## src/pkg/diw_pkg.sv

```systemverilog
// constants for the display image window register group
// assumes one core clock; register indices are word indices on the bus
package diw_pkg;

    // register indices, byte address is four times the index
    localparam logic [7:0] DIW_IDX_VSYNC_WIDTH  = 8'h1F;
    localparam logic [7:0] DIW_IDX_BASE_B0      = 8'h20;
    localparam logic [7:0] DIW_IDX_BASE_B1      = 8'h21;
    localparam logic [7:0] DIW_IDX_BASE_B2      = 8'h22;
    localparam logic [7:0] DIW_IDX_BASE_B3      = 8'h23;
    localparam logic [7:0] DIW_IDX_SPAN_LO      = 8'h24;
    localparam logic [7:0] DIW_IDX_SPAN_HI      = 8'h25;
    localparam logic [7:0] DIW_IDX_LEFT_LO      = 8'h26;
    localparam logic [7:0] DIW_IDX_LEFT_HI      = 8'h27;
    localparam logic [7:0] DIW_IDX_TOP_LO       = 8'h28;
    localparam logic [7:0] DIW_IDX_TOP_HI       = 8'h29;
    localparam logic [7:0] DIW_IDX_INSET_LO     = 8'h2A;
    localparam logic [7:0] DIW_IDX_INSET_SELECT = 8'h40;
    localparam logic [7:0] DIW_IDX_STATUS       = 8'h41;

    // field layouts
    localparam logic [7:0] DIW_MASK_VSYNC = 8'h3F;
    localparam logic [7:0] DIW_MASK_QUAD  = 8'hFC;
    localparam logic [7:0] DIW_MASK_HI5   = 8'h1F;
    localparam logic [7:0] DIW_MASK_SEL   = 8'h01;
    localparam int         DIW_VSYNC_W    = 6;
    localparam int         DIW_COORD_W    = 13;
    localparam int         DIW_HW_W       = 12;

    // status bit positions
    localparam int DIW_ST_LEFT_OVER  = 0;
    localparam int DIW_ST_INSET_OVER = 1;
    localparam int DIW_ST_VSYNC      = 2;
    localparam int DIW_ST_SELECT     = 3;

    // limits and reset values
    localparam logic [13:0] DIW_MAX_SPAN   = 14'h1FFC;
    localparam logic [2:0]  DIW_COARSE_STP = 3'h3;
    localparam logic [7:0]  DIW_RST_BYTE   = 8'h00;

endpackage : diw_pkg

```

## src/pkg/diw_vs_if.sv

```systemverilog
// carrier between the register group and the vsync pulse generator
// assumes both ends run on the same core clock
`timescale 1ns/1ns
interface diw_vs_if;
    logic [5:0] width;
    logic       line_tick;
    logic       frame_start;
    logic       vsync;

    modport regs  (output width, output line_tick, output frame_start, input vsync);
    modport pulse (input width, input line_tick, input frame_start, output vsync);
endinterface : diw_vs_if

```

## src/hdl/diw_vsync.sv

```systemverilog
// vsync pulse generator, width counted in display lines
// assumes line and frame strobes are one-cycle pulses on the core clock
`timescale 1ns/1ns
module diw_vsync
    import diw_pkg::*;
(
    input  wire logic i_clk,
    input  wire logic i_rstn,
    diw_vs_if.pulse   vs
);
    typedef struct packed {
        logic                   active;
        logic [DIW_VSYNC_W-1:0] count;
        logic [DIW_VSYNC_W-1:0] width;
    } diw_vs_s;

    diw_vs_s st_q;
    diw_vs_s st_d;

    always_comb begin
        st_d = st_q;
        // RULE_01 width plus one
        if (vs.frame_start) begin
            // width is latched so a rewrite mid-pulse cannot shorten it
            st_d.active = 1'b1;
            st_d.count  = '0;
            st_d.width  = vs.width;
        end else if (st_q.active && vs.line_tick) begin
            if (st_q.count == st_q.width) begin
                st_d.active = 1'b0;
            end else begin
                st_d.count = st_q.count + 1'b1;
            end
        end
    end

    always_ff @(posedge i_clk) begin
        if (!i_rstn) begin
            st_q <= '0;
        end else begin
            st_q <= st_d;
        end
    end

    assign vs.vsync = st_q.active;
endmodule : diw_vsync

```

## src/hdl/diw_regs.sv

```systemverilog
// display image window register group with wishbone classic slave
// assumes a single core clock, synchronous active-low reset, and
// line/frame strobes and horizontal timing fields from same-clock logic
//
// Notes on behaviour
// RULE_01: vsync pulse lasts programmed six-bit width plus one display lines.
// RULE_02: multi-byte settings take effect only when their top byte is written.
// RULE_03: image base is 32-bit byte address, low two bits always zero.
// RULE_04: image span is 13-bit pixel count, low two bits zero, max 8188.
// RULE_05: main window left is 13-bit pixel position, low two bits zero.
// RULE_06: host keeps main window left plus display width within 8188.
// RULE_07: main window top is 13-bit position, any value 0 to 8191.
// RULE_08: inset window left is relative to main window, low two bits zero.
// RULE_09: host keeps inset window left below the display width.
// RULE_10: inset position writes go to the window picked by select bit.
// RULE_11: display width equals coarse plus one, times eight, plus fine.
// RULE_12: lower bytes wait in shadow until the top byte moves them together.
// RULE_13: reserved bits ignore writes and read back as zero.
//
// Decided for this implementation: the Wishbone slave port.
`timescale 1ns/1ns
module diw_regs
    import diw_pkg::*;
#(
    parameter int ADDR_W = 10,
    parameter int DATA_W = 32
) (
    input  wire logic                   i_clk,
    input  wire logic                   i_rstn,
    // wishbone classic slave
    input  wire logic                   i_wb_cyc,
    input  wire logic                   i_wb_stb,
    input  wire logic                   i_wb_we,
    input  wire logic [ADDR_W-1:0]      i_wb_adr,
    input  wire logic [DATA_W/8-1:0]    i_wb_sel,
    input  wire logic [DATA_W-1:0]      i_wb_dat,
    output logic      [DATA_W-1:0]      o_wb_dat,
    output logic                        o_wb_ack,
    // horizontal timing fields kept by the neighbouring register group
    input  wire logic [7:0]             i_h_active_coarse,
    input  wire logic [3:0]             i_h_active_fine,
    // inset window left top byte, kept by the neighbouring register group
    input  wire logic                   i_inset_left_hi_wr,
    input  wire logic [4:0]             i_inset_left_hi,
    // display timing strobes
    input  wire logic                   i_line_tick,
    input  wire logic                   i_frame_start,
    // active settings
    output logic                        o_vsync,
    output logic [31:0]                 o_main_image_base,
    output logic [DIW_COORD_W-1:0]      o_main_image_span,
    output logic [DIW_COORD_W-1:0]      o_main_view_left,
    output logic [DIW_COORD_W-1:0]      o_main_view_top,
    output logic [DIW_COORD_W-1:0]      o_inset_view_left_1,
    output logic [DIW_COORD_W-1:0]      o_inset_view_left_2,
    output logic [DIW_HW_W-1:0]         o_h_active_width
);
    localparam int IDX_W = ADDR_W - 2;

    if (ADDR_W < 9) begin : g_chk_addr
        $error("diw_regs: ADDR_W must reach the highest register index");
    end
    if (DATA_W != 32) begin : g_chk_data
        $error("diw_regs: only a 32-bit data bus is served");
    end

    typedef struct packed {
        // bus answer
        logic                   ack;
        logic [7:0]             rdat;
        // single-byte settings
        logic [DIW_VSYNC_W-1:0] vsync_width;
        logic                   inset_select;
        // staged bytes, as software last wrote them
        logic [7:0]             base_b0;
        logic [7:0]             base_b1;
        logic [7:0]             base_b2;
        logic [7:0]             base_b3;
        logic [7:0]             span_lo;
        logic [4:0]             span_hi;
        logic [7:0]             left_lo;
        logic [4:0]             left_hi;
        logic [7:0]             top_lo;
        logic [4:0]             top_hi;
        logic [7:0]             inset_lo_1;
        logic [7:0]             inset_lo_2;
        // active settings
        logic [31:0]            base;
        logic [DIW_COORD_W-1:0] span;
        logic [DIW_COORD_W-1:0] left;
        logic [DIW_COORD_W-1:0] top;
        logic [DIW_COORD_W-1:0] inset_1;
        logic [DIW_COORD_W-1:0] inset_2;
        // derived state
        logic [DIW_HW_W-1:0]    h_width;
        logic                   left_over;
        logic                   inset_over;
    } diw_regs_s;

    diw_regs_s st_q;
    diw_regs_s st_d;

    diw_vs_if vs_link ();

    logic [IDX_W-1:0] idx;
    logic [7:0]       wbyte;
    logic             wr_en;
    logic             rd_phase;
    logic [13:0]      left_sum;
    logic [DIW_COORD_W-1:0] inset_sel_q;

    assign idx   = i_wb_adr[ADDR_W-1:2];
    assign wbyte = i_wb_dat[7:0];
    // the write lands on the edge where the master sees ack high
    assign wr_en = i_wb_cyc && i_wb_stb && i_wb_we && st_q.ack && i_wb_sel[0];
    assign rd_phase = i_wb_cyc && i_wb_stb && !st_q.ack;

    // RULE_06 flagged, host must avoid
    assign left_sum = {1'b0, st_q.left} + {2'b00, st_q.h_width};
    assign inset_sel_q = st_q.inset_select ? st_q.inset_2 : st_q.inset_1;

    always_comb begin
        st_d = st_q;

        // one wait state: ack rises the cycle after the request and drops after
        st_d.ack  = i_wb_cyc && i_wb_stb && !st_q.ack;
        st_d.rdat = 8'h00;

        // RULE_11 display width
        st_d.h_width = DIW_HW_W'(({4'h0, i_h_active_coarse} + 12'h001) << DIW_COARSE_STP)
                     + {8'h00, i_h_active_fine};

        st_d.left_over  = left_sum > DIW_MAX_SPAN;
        // RULE_09 flagged for the inset window picked by the select bit only, host must avoid
        st_d.inset_over = {1'b0, inset_sel_q} >= {2'b00, st_q.h_width};

        if (rd_phase) begin
            // RULE_13 reserved reads zero
            unique case (idx)
                IDX_W'(DIW_IDX_VSYNC_WIDTH):  st_d.rdat = {2'b00, st_q.vsync_width};
                IDX_W'(DIW_IDX_BASE_B0):      st_d.rdat = st_q.base_b0;
                IDX_W'(DIW_IDX_BASE_B1):      st_d.rdat = st_q.base_b1;
                IDX_W'(DIW_IDX_BASE_B2):      st_d.rdat = st_q.base_b2;
                IDX_W'(DIW_IDX_BASE_B3):      st_d.rdat = st_q.base_b3;
                IDX_W'(DIW_IDX_SPAN_LO):      st_d.rdat = st_q.span_lo;
                IDX_W'(DIW_IDX_SPAN_HI):      st_d.rdat = {3'b000, st_q.span_hi};
                IDX_W'(DIW_IDX_LEFT_LO):      st_d.rdat = st_q.left_lo;
                IDX_W'(DIW_IDX_LEFT_HI):      st_d.rdat = {3'b000, st_q.left_hi};
                IDX_W'(DIW_IDX_TOP_LO):       st_d.rdat = st_q.top_lo;
                IDX_W'(DIW_IDX_TOP_HI):       st_d.rdat = {3'b000, st_q.top_hi};
                IDX_W'(DIW_IDX_INSET_LO):     st_d.rdat = st_q.inset_select ?
                                                          st_q.inset_lo_2 : st_q.inset_lo_1;
                IDX_W'(DIW_IDX_INSET_SELECT): st_d.rdat = {7'h00, st_q.inset_select};
                IDX_W'(DIW_IDX_STATUS): begin
                    st_d.rdat = 8'h00;
                    st_d.rdat[DIW_ST_LEFT_OVER]  = st_q.left_over;
                    st_d.rdat[DIW_ST_INSET_OVER] = st_q.inset_over;
                    st_d.rdat[DIW_ST_VSYNC]      = vs_link.vsync;
                    st_d.rdat[DIW_ST_SELECT]     = st_q.inset_select;
                end
                // unmapped addresses answer with zero, writes are dropped
                default: st_d.rdat = 8'h00;
            endcase
        end

        if (wr_en) begin
            unique case (idx)
                // RULE_01 six-bit field
                IDX_W'(DIW_IDX_VSYNC_WIDTH):
                    st_d.vsync_width = DIW_VSYNC_W'(wbyte & DIW_MASK_VSYNC);
                // RULE_12 staged low bytes
                IDX_W'(DIW_IDX_BASE_B0): st_d.base_b0 = wbyte & DIW_MASK_QUAD;
                IDX_W'(DIW_IDX_BASE_B1): st_d.base_b1 = wbyte;
                IDX_W'(DIW_IDX_BASE_B2): st_d.base_b2 = wbyte;
                IDX_W'(DIW_IDX_BASE_B3): begin
                    st_d.base_b3 = wbyte;
                    // RULE_02 commit on top byte
                    // RULE_03 low bits forced zero
                    st_d.base = {wbyte, st_q.base_b2, st_q.base_b1,
                                 st_q.base_b0 & DIW_MASK_QUAD};
                end
                IDX_W'(DIW_IDX_SPAN_LO): st_d.span_lo = wbyte & DIW_MASK_QUAD;
                IDX_W'(DIW_IDX_SPAN_HI): begin
                    st_d.span_hi = 5'(wbyte & DIW_MASK_HI5);
                    // RULE_04 span, low bits zero
                    st_d.span = {5'(wbyte & DIW_MASK_HI5), st_q.span_lo[7:2], 2'b00};
                end
                IDX_W'(DIW_IDX_LEFT_LO): st_d.left_lo = wbyte & DIW_MASK_QUAD;
                IDX_W'(DIW_IDX_LEFT_HI): begin
                    st_d.left_hi = 5'(wbyte & DIW_MASK_HI5);
                    // RULE_05 left, low bits zero
                    st_d.left = {5'(wbyte & DIW_MASK_HI5), st_q.left_lo[7:2], 2'b00};
                end
                IDX_W'(DIW_IDX_TOP_LO): st_d.top_lo = wbyte;
                IDX_W'(DIW_IDX_TOP_HI): begin
                    st_d.top_hi = 5'(wbyte & DIW_MASK_HI5);
                    // RULE_07 full 13-bit range
                    st_d.top = {5'(wbyte & DIW_MASK_HI5), st_q.top_lo};
                end
                IDX_W'(DIW_IDX_INSET_LO): begin
                    // RULE_10 selected inset window
                    // RULE_08 low bits zero
                    if (st_q.inset_select) begin
                        st_d.inset_lo_2 = wbyte & DIW_MASK_QUAD;
                    end else begin
                        st_d.inset_lo_1 = wbyte & DIW_MASK_QUAD;
                    end
                end
                IDX_W'(DIW_IDX_INSET_SELECT):
                    st_d.inset_select = wbyte[0];
                default: st_d.vsync_width = st_q.vsync_width;
            endcase
        end

        // the inset top byte lives next door; its write commits our low byte
        if (i_inset_left_hi_wr) begin
            // RULE_10 selected inset window
            // RULE_12 commit staged byte
            if (st_q.inset_select) begin
                st_d.inset_2 = {i_inset_left_hi, st_q.inset_lo_2[7:2], 2'b00};
            end else begin
                st_d.inset_1 = {i_inset_left_hi, st_q.inset_lo_1[7:2], 2'b00};
            end
        end
    end

    always_ff @(posedge i_clk) begin
        if (!i_rstn) begin
            st_q <= '0;
        end else begin
            st_q <= st_d;
        end
    end

    assign vs_link.width       = st_q.vsync_width;
    assign vs_link.line_tick   = i_line_tick;
    assign vs_link.frame_start = i_frame_start;

    diw_vsync u_vsync (
        .i_clk  (i_clk),
        .i_rstn (i_rstn),
        .vs     (vs_link.pulse)
    );

    assign o_vsync             = vs_link.vsync;
    assign o_wb_ack            = st_q.ack;
    assign o_wb_dat            = {{(DATA_W-8){1'b0}}, st_q.rdat};
    assign o_main_image_base   = st_q.base;
    assign o_main_image_span   = st_q.span;
    assign o_main_view_left    = st_q.left;
    assign o_main_view_top     = st_q.top;
    assign o_inset_view_left_1 = st_q.inset_1;
    assign o_inset_view_left_2 = st_q.inset_2;
    assign o_h_active_width    = st_q.h_width;
endmodule : diw_regs

```

## config.mk

```make
export PLATFORM = sky130hd
export DESIGN_NAME = diw_regs
export DESIGN_NICKNAME = d
export VERILOG_FILES = /design/src/pkg/diw_pkg.sv /design/src/pkg/diw_vs_if.sv /design/src/hdl/diw_vsync.sv /design/src/hdl/diw_regs.sv
export SDC_FILE = /design/constraint.sdc
export NUM_CORES = 1
export LEC_CHECK = 0
export CORE_ASPECT_RATIO = 0.9
export CORE_MARGIN = 8
export CORE_UTILIZATION = 32
export CTS_CLUSTER_DIAMETER = 80
export DETAILED_ROUTE_END_ITERATION = 10
export DONT_BUFFER_PORTS = 1
export GPL_ROUTABILITY_DRIVEN = 0
export PLACE_DENSITY = 0.48
export SYNTH_ARGS = -nofsm -noshare
export SYNTH_HDL_FRONTEND = slang
export SYNTH_SLANG_ARGS = --single-unit
export TNS_END_PERCENT = 30
```

## constraint.sdc

```tcl
create_clock -name i_clk -period 3.11 [get_ports i_clk]
set_clock_uncertainty 0.15 [all_clocks]
set_input_delay 0.622 -clock i_clk [delete_from_list [all_inputs] [get_ports i_clk]]
set_output_delay 0.622 -clock i_clk [all_outputs]
set_load 0.01 [all_outputs]
```

==> out/qor.yml <==
outcome:
  status: "finished clean"
global_routing:
  grt_pass1_vias: 6675
  grt_usage: 0.156
  antenna_found_initial: 0
  grt_pass1_wl_um: 44100
  grt_max_degree: 174
  grt_overflow: 0
setup_path:
  worstPathCellList: "buf_4, mux2_2, ha_1, a21o_1, a21o_1, a21o_1, a221oi_1, o21ai_0"
  slowest_delay_ns: 0.41
  crit_arrival_ns: 2.68
  endpoint: "st_q[0]$_SDFF_PN0_"
  cp_top_family: "compound AO/OA/AOI/OAI gates"
  r2r_start: "st_q[198]$_SDFFE_PN0P_"
  critical_path_depth: 8
  r2r_slack_ns: 0.59
  worstSetupPathType: "reg2reg"
  reg2regPathDepth: 8
  cp_max_fo: 13
  cp_data_required_time_ns: 3.27
  crit_path_top_delay_cell: "dfxtp_1"
  start_kind: "flop"
  cp-startpoint: "st_q[198]$_SDFFE_PN0P_"
  worst_setup_path_end_kind: "flop"
  r2r-end: "st_q[0]$_SDFF_PN0_"
  timing.critical_path.mode_cell: "a21o_1"
  cp_num_buf_inv: 1
final_layout:
  finalInstanceArea_sq_um: 9970
  antenna_cells: 0
  fill_cells: 3162
  areaGrowthSynthToFinish_pct: 0.963
  nets: 1103
  layout-drive-gt1-share: 0.0745
  layout_common_cells: "201 x nand2_1, 184 x dfxtp_1, 92 x a21boi_0"
  mostFrequentLayoutCell: "nand2_1"
  ff_latch_area_sq_um: 3680
  multi_input_area_sq_um: 4950
  stdcell_count: 1429
floorplanning:
  die-area_sq_um: 36700
  coreArea_sq_um: 30600
  die_x_um: 201
  row_count: 61
  fp.dieH_um: 183
  design.portCount: 214
  initial_utilization: 0.323
clocking:
  htreeDepth: 4
  postCtsSetupBuffers: 0
  cts_buffers: 17
  ctsResizeCount: 0
  cts-root-buf: "clkbuf_16"
  path_clk_slew_ns: 0.08
  cts_hold_buf: 0
  cts_tree: "done"
  cts_buffer_depth: 2
  insertion_delay_ns: 0.44
  cts_num_sinks: 184
drt:
  drc: 0
  drt_pass1_iterations: 5
  vias_per_cell: 4.83
  drt.antenna.violating_nets: 0
  wl_um: 29700
  routed-via-count: 6908
  drt_iter0_drc: 448
  routedWlPerCell_um: 20.8
timing:
  clock.fmax_mhz: 397
  fin_hold_ws_ns: 0.155
  setup_viol_count_final: 0
  slew_viol_final: 0
  slew_headroom: 0.410
  rsz0062_at_grt: "no"
  setup_slack_ns: 0.590
  worstMarginPinSlew_ns: 0.883
  finalSetupTns_ns: 0
  period_needed_ns: 2.52
  period_share: 0.810
  hold_viol: 0
power_and_ir_drop:
  vdd_drop_max_uv: 354
  power_density_nw_per_um2: 489
  leakage_nw: 3.38
logic_synthesis:
  avgSynthCellArea_sq_um: 8.65
  syn_inst: 1142
  synthArstFlopShare: 0
  ys.flop_type: "dfxtp_1"
  synth_area_sq_um: 9870
  yosysSeqAreaShare: 0.373
  synth_cell_type_count: 66
  yosysWarnings: 0
  ys_ff_latch: 184
  synth-edff-count: 0
place:
  placed_area_sq_um: 9360
  port_buffers: 0
  dp.cells: 1397
  hpwlAfterDp_um: 22000
  pre_cts_ws_ns: 0.305
worst_hold_path:
  hold_class: "in2reg"
run:
  drv_cap: 0
## per-layer routing
metal	part of all wire	up-vias	global-route usage
li1	-	3437	-
met1	0.46	3310	0.201
met2	0.47	137	0.250
met3	0.066	24	0.0519
met4	0.010	0	0.0350
met5	0	-	0
## cell usage after synthesis (19+ instances only)
| cell type | instances | area [sq um] |
|---|---|---|
| clkbuf_1 | 56 | 210 |
| buf_4 | 141 | 1060 |
| dfxtp_1 | 184 | 3680 |
| a21boi_0 | 92 | 691 |
| nand3_1 | 19 | 95.1 |
| nand2_1 | 201 | 754 |
| mux2i_1 | 67 | 671 |
| inv_1 | 19 | 71.3 |
| nor2_1 | 34 | 128 |
| o21ai_0 | 31 | 155 |
| ha_1 | 24 | 300 |
| nor2b_1 | 59 | 369 |
## cell type report
type                    instances  share of cell area
clock buffers                  20              0.0448
clock inverters                12              0.0166
inverters                      19             0.00715
multi-input cells             767               0.497
flip-flops and latches        184               0.370
well taps                     409              0.0513
repair buffers                 18              0.0136
## state kept, by name, indices dropped and copies added (netlist names), 8 cells and up
name,count
st_q,80
o_main_image_base,22
o_h_active_width,12
u_vsync.st_q,12
o_inset_view_left_1,11
o_inset_view_left_2,11
o_main_view_top,8
o_wb_dat,8
## worst register-to-register path, stage by stage (launching register included)
cell      delay [ns]
dfxtp_1         0.41
buf_4           0.25
mux2_2          0.40
ha_1            0.28
a21o_1          0.16
a21o_1          0.17
a21o_1          0.18
a221oi_1        0.28
o21ai_0         0.13
## metrics by stage
step	util	total power, mW
floorplan	-	2.70
global placement	0.306	2.64
detailed placement	0.306	2.64
CTS	0.326	4.94
global route	0.326	5.06
finish	0.326	4.88
## worst min path at each step
| stage | start | to | slack, ns | cells past startpoint |
|---|---|---|---|---|
| 2_1_floorplan | o_main_image_base[12]$_SDFFE_PN0P_ | o_main_image_base[12]$_SDFFE_PN0P_ | 0.28 | 2 |
| 3_3_place_gp | st_q[122]$_SDFFE_PN0P_ | o_inset_view_left_1[3]$_SDFFE_PN0P_ | 0.32 | 2 |
| 3_5_place_dp | st_q[124]$_SDFFE_PN0P_ | o_inset_view_left_1[5]$_SDFFE_PN0P_ | 0.33 | 2 |
| 4_1_cts | i_h_active_fine[2] | o_h_active_width[2]$_SDFF_PN0_ | 0.13 | 1 |
| 5_1_grt | i_h_active_fine[2] | o_h_active_width[2]$_SDFF_PN0_ | 0.14 | 1 |
| 6_report | i_h_active_fine[2] | o_h_active_width[2]$_SDFF_PN0_ | 0.16 | 1 |
## power breakdown
group / switching, mW / internal [mW]
Sequential: 0.0294 / 2.37
Clock: 0.989 / 1.30
Combinational: 0.0954 / 0.0910
Total: 1.11 / 3.77
## logic make-up after synthesis
kind of cell	after synthesis	synth area share
XOR/XNOR	26	0.0231
other	1	0.000380
flip-flops	184	0.373
buffers and inverters	224	0.139
multiplexers	82	0.0850
AND/OR/NAND/NOR	378	0.187
AO/OA/AOI/OAI	222	0.159
adder cells (fa/ha/maj)	25	0.0324
No activity file was read; power rests on OpenSTA's default activity.
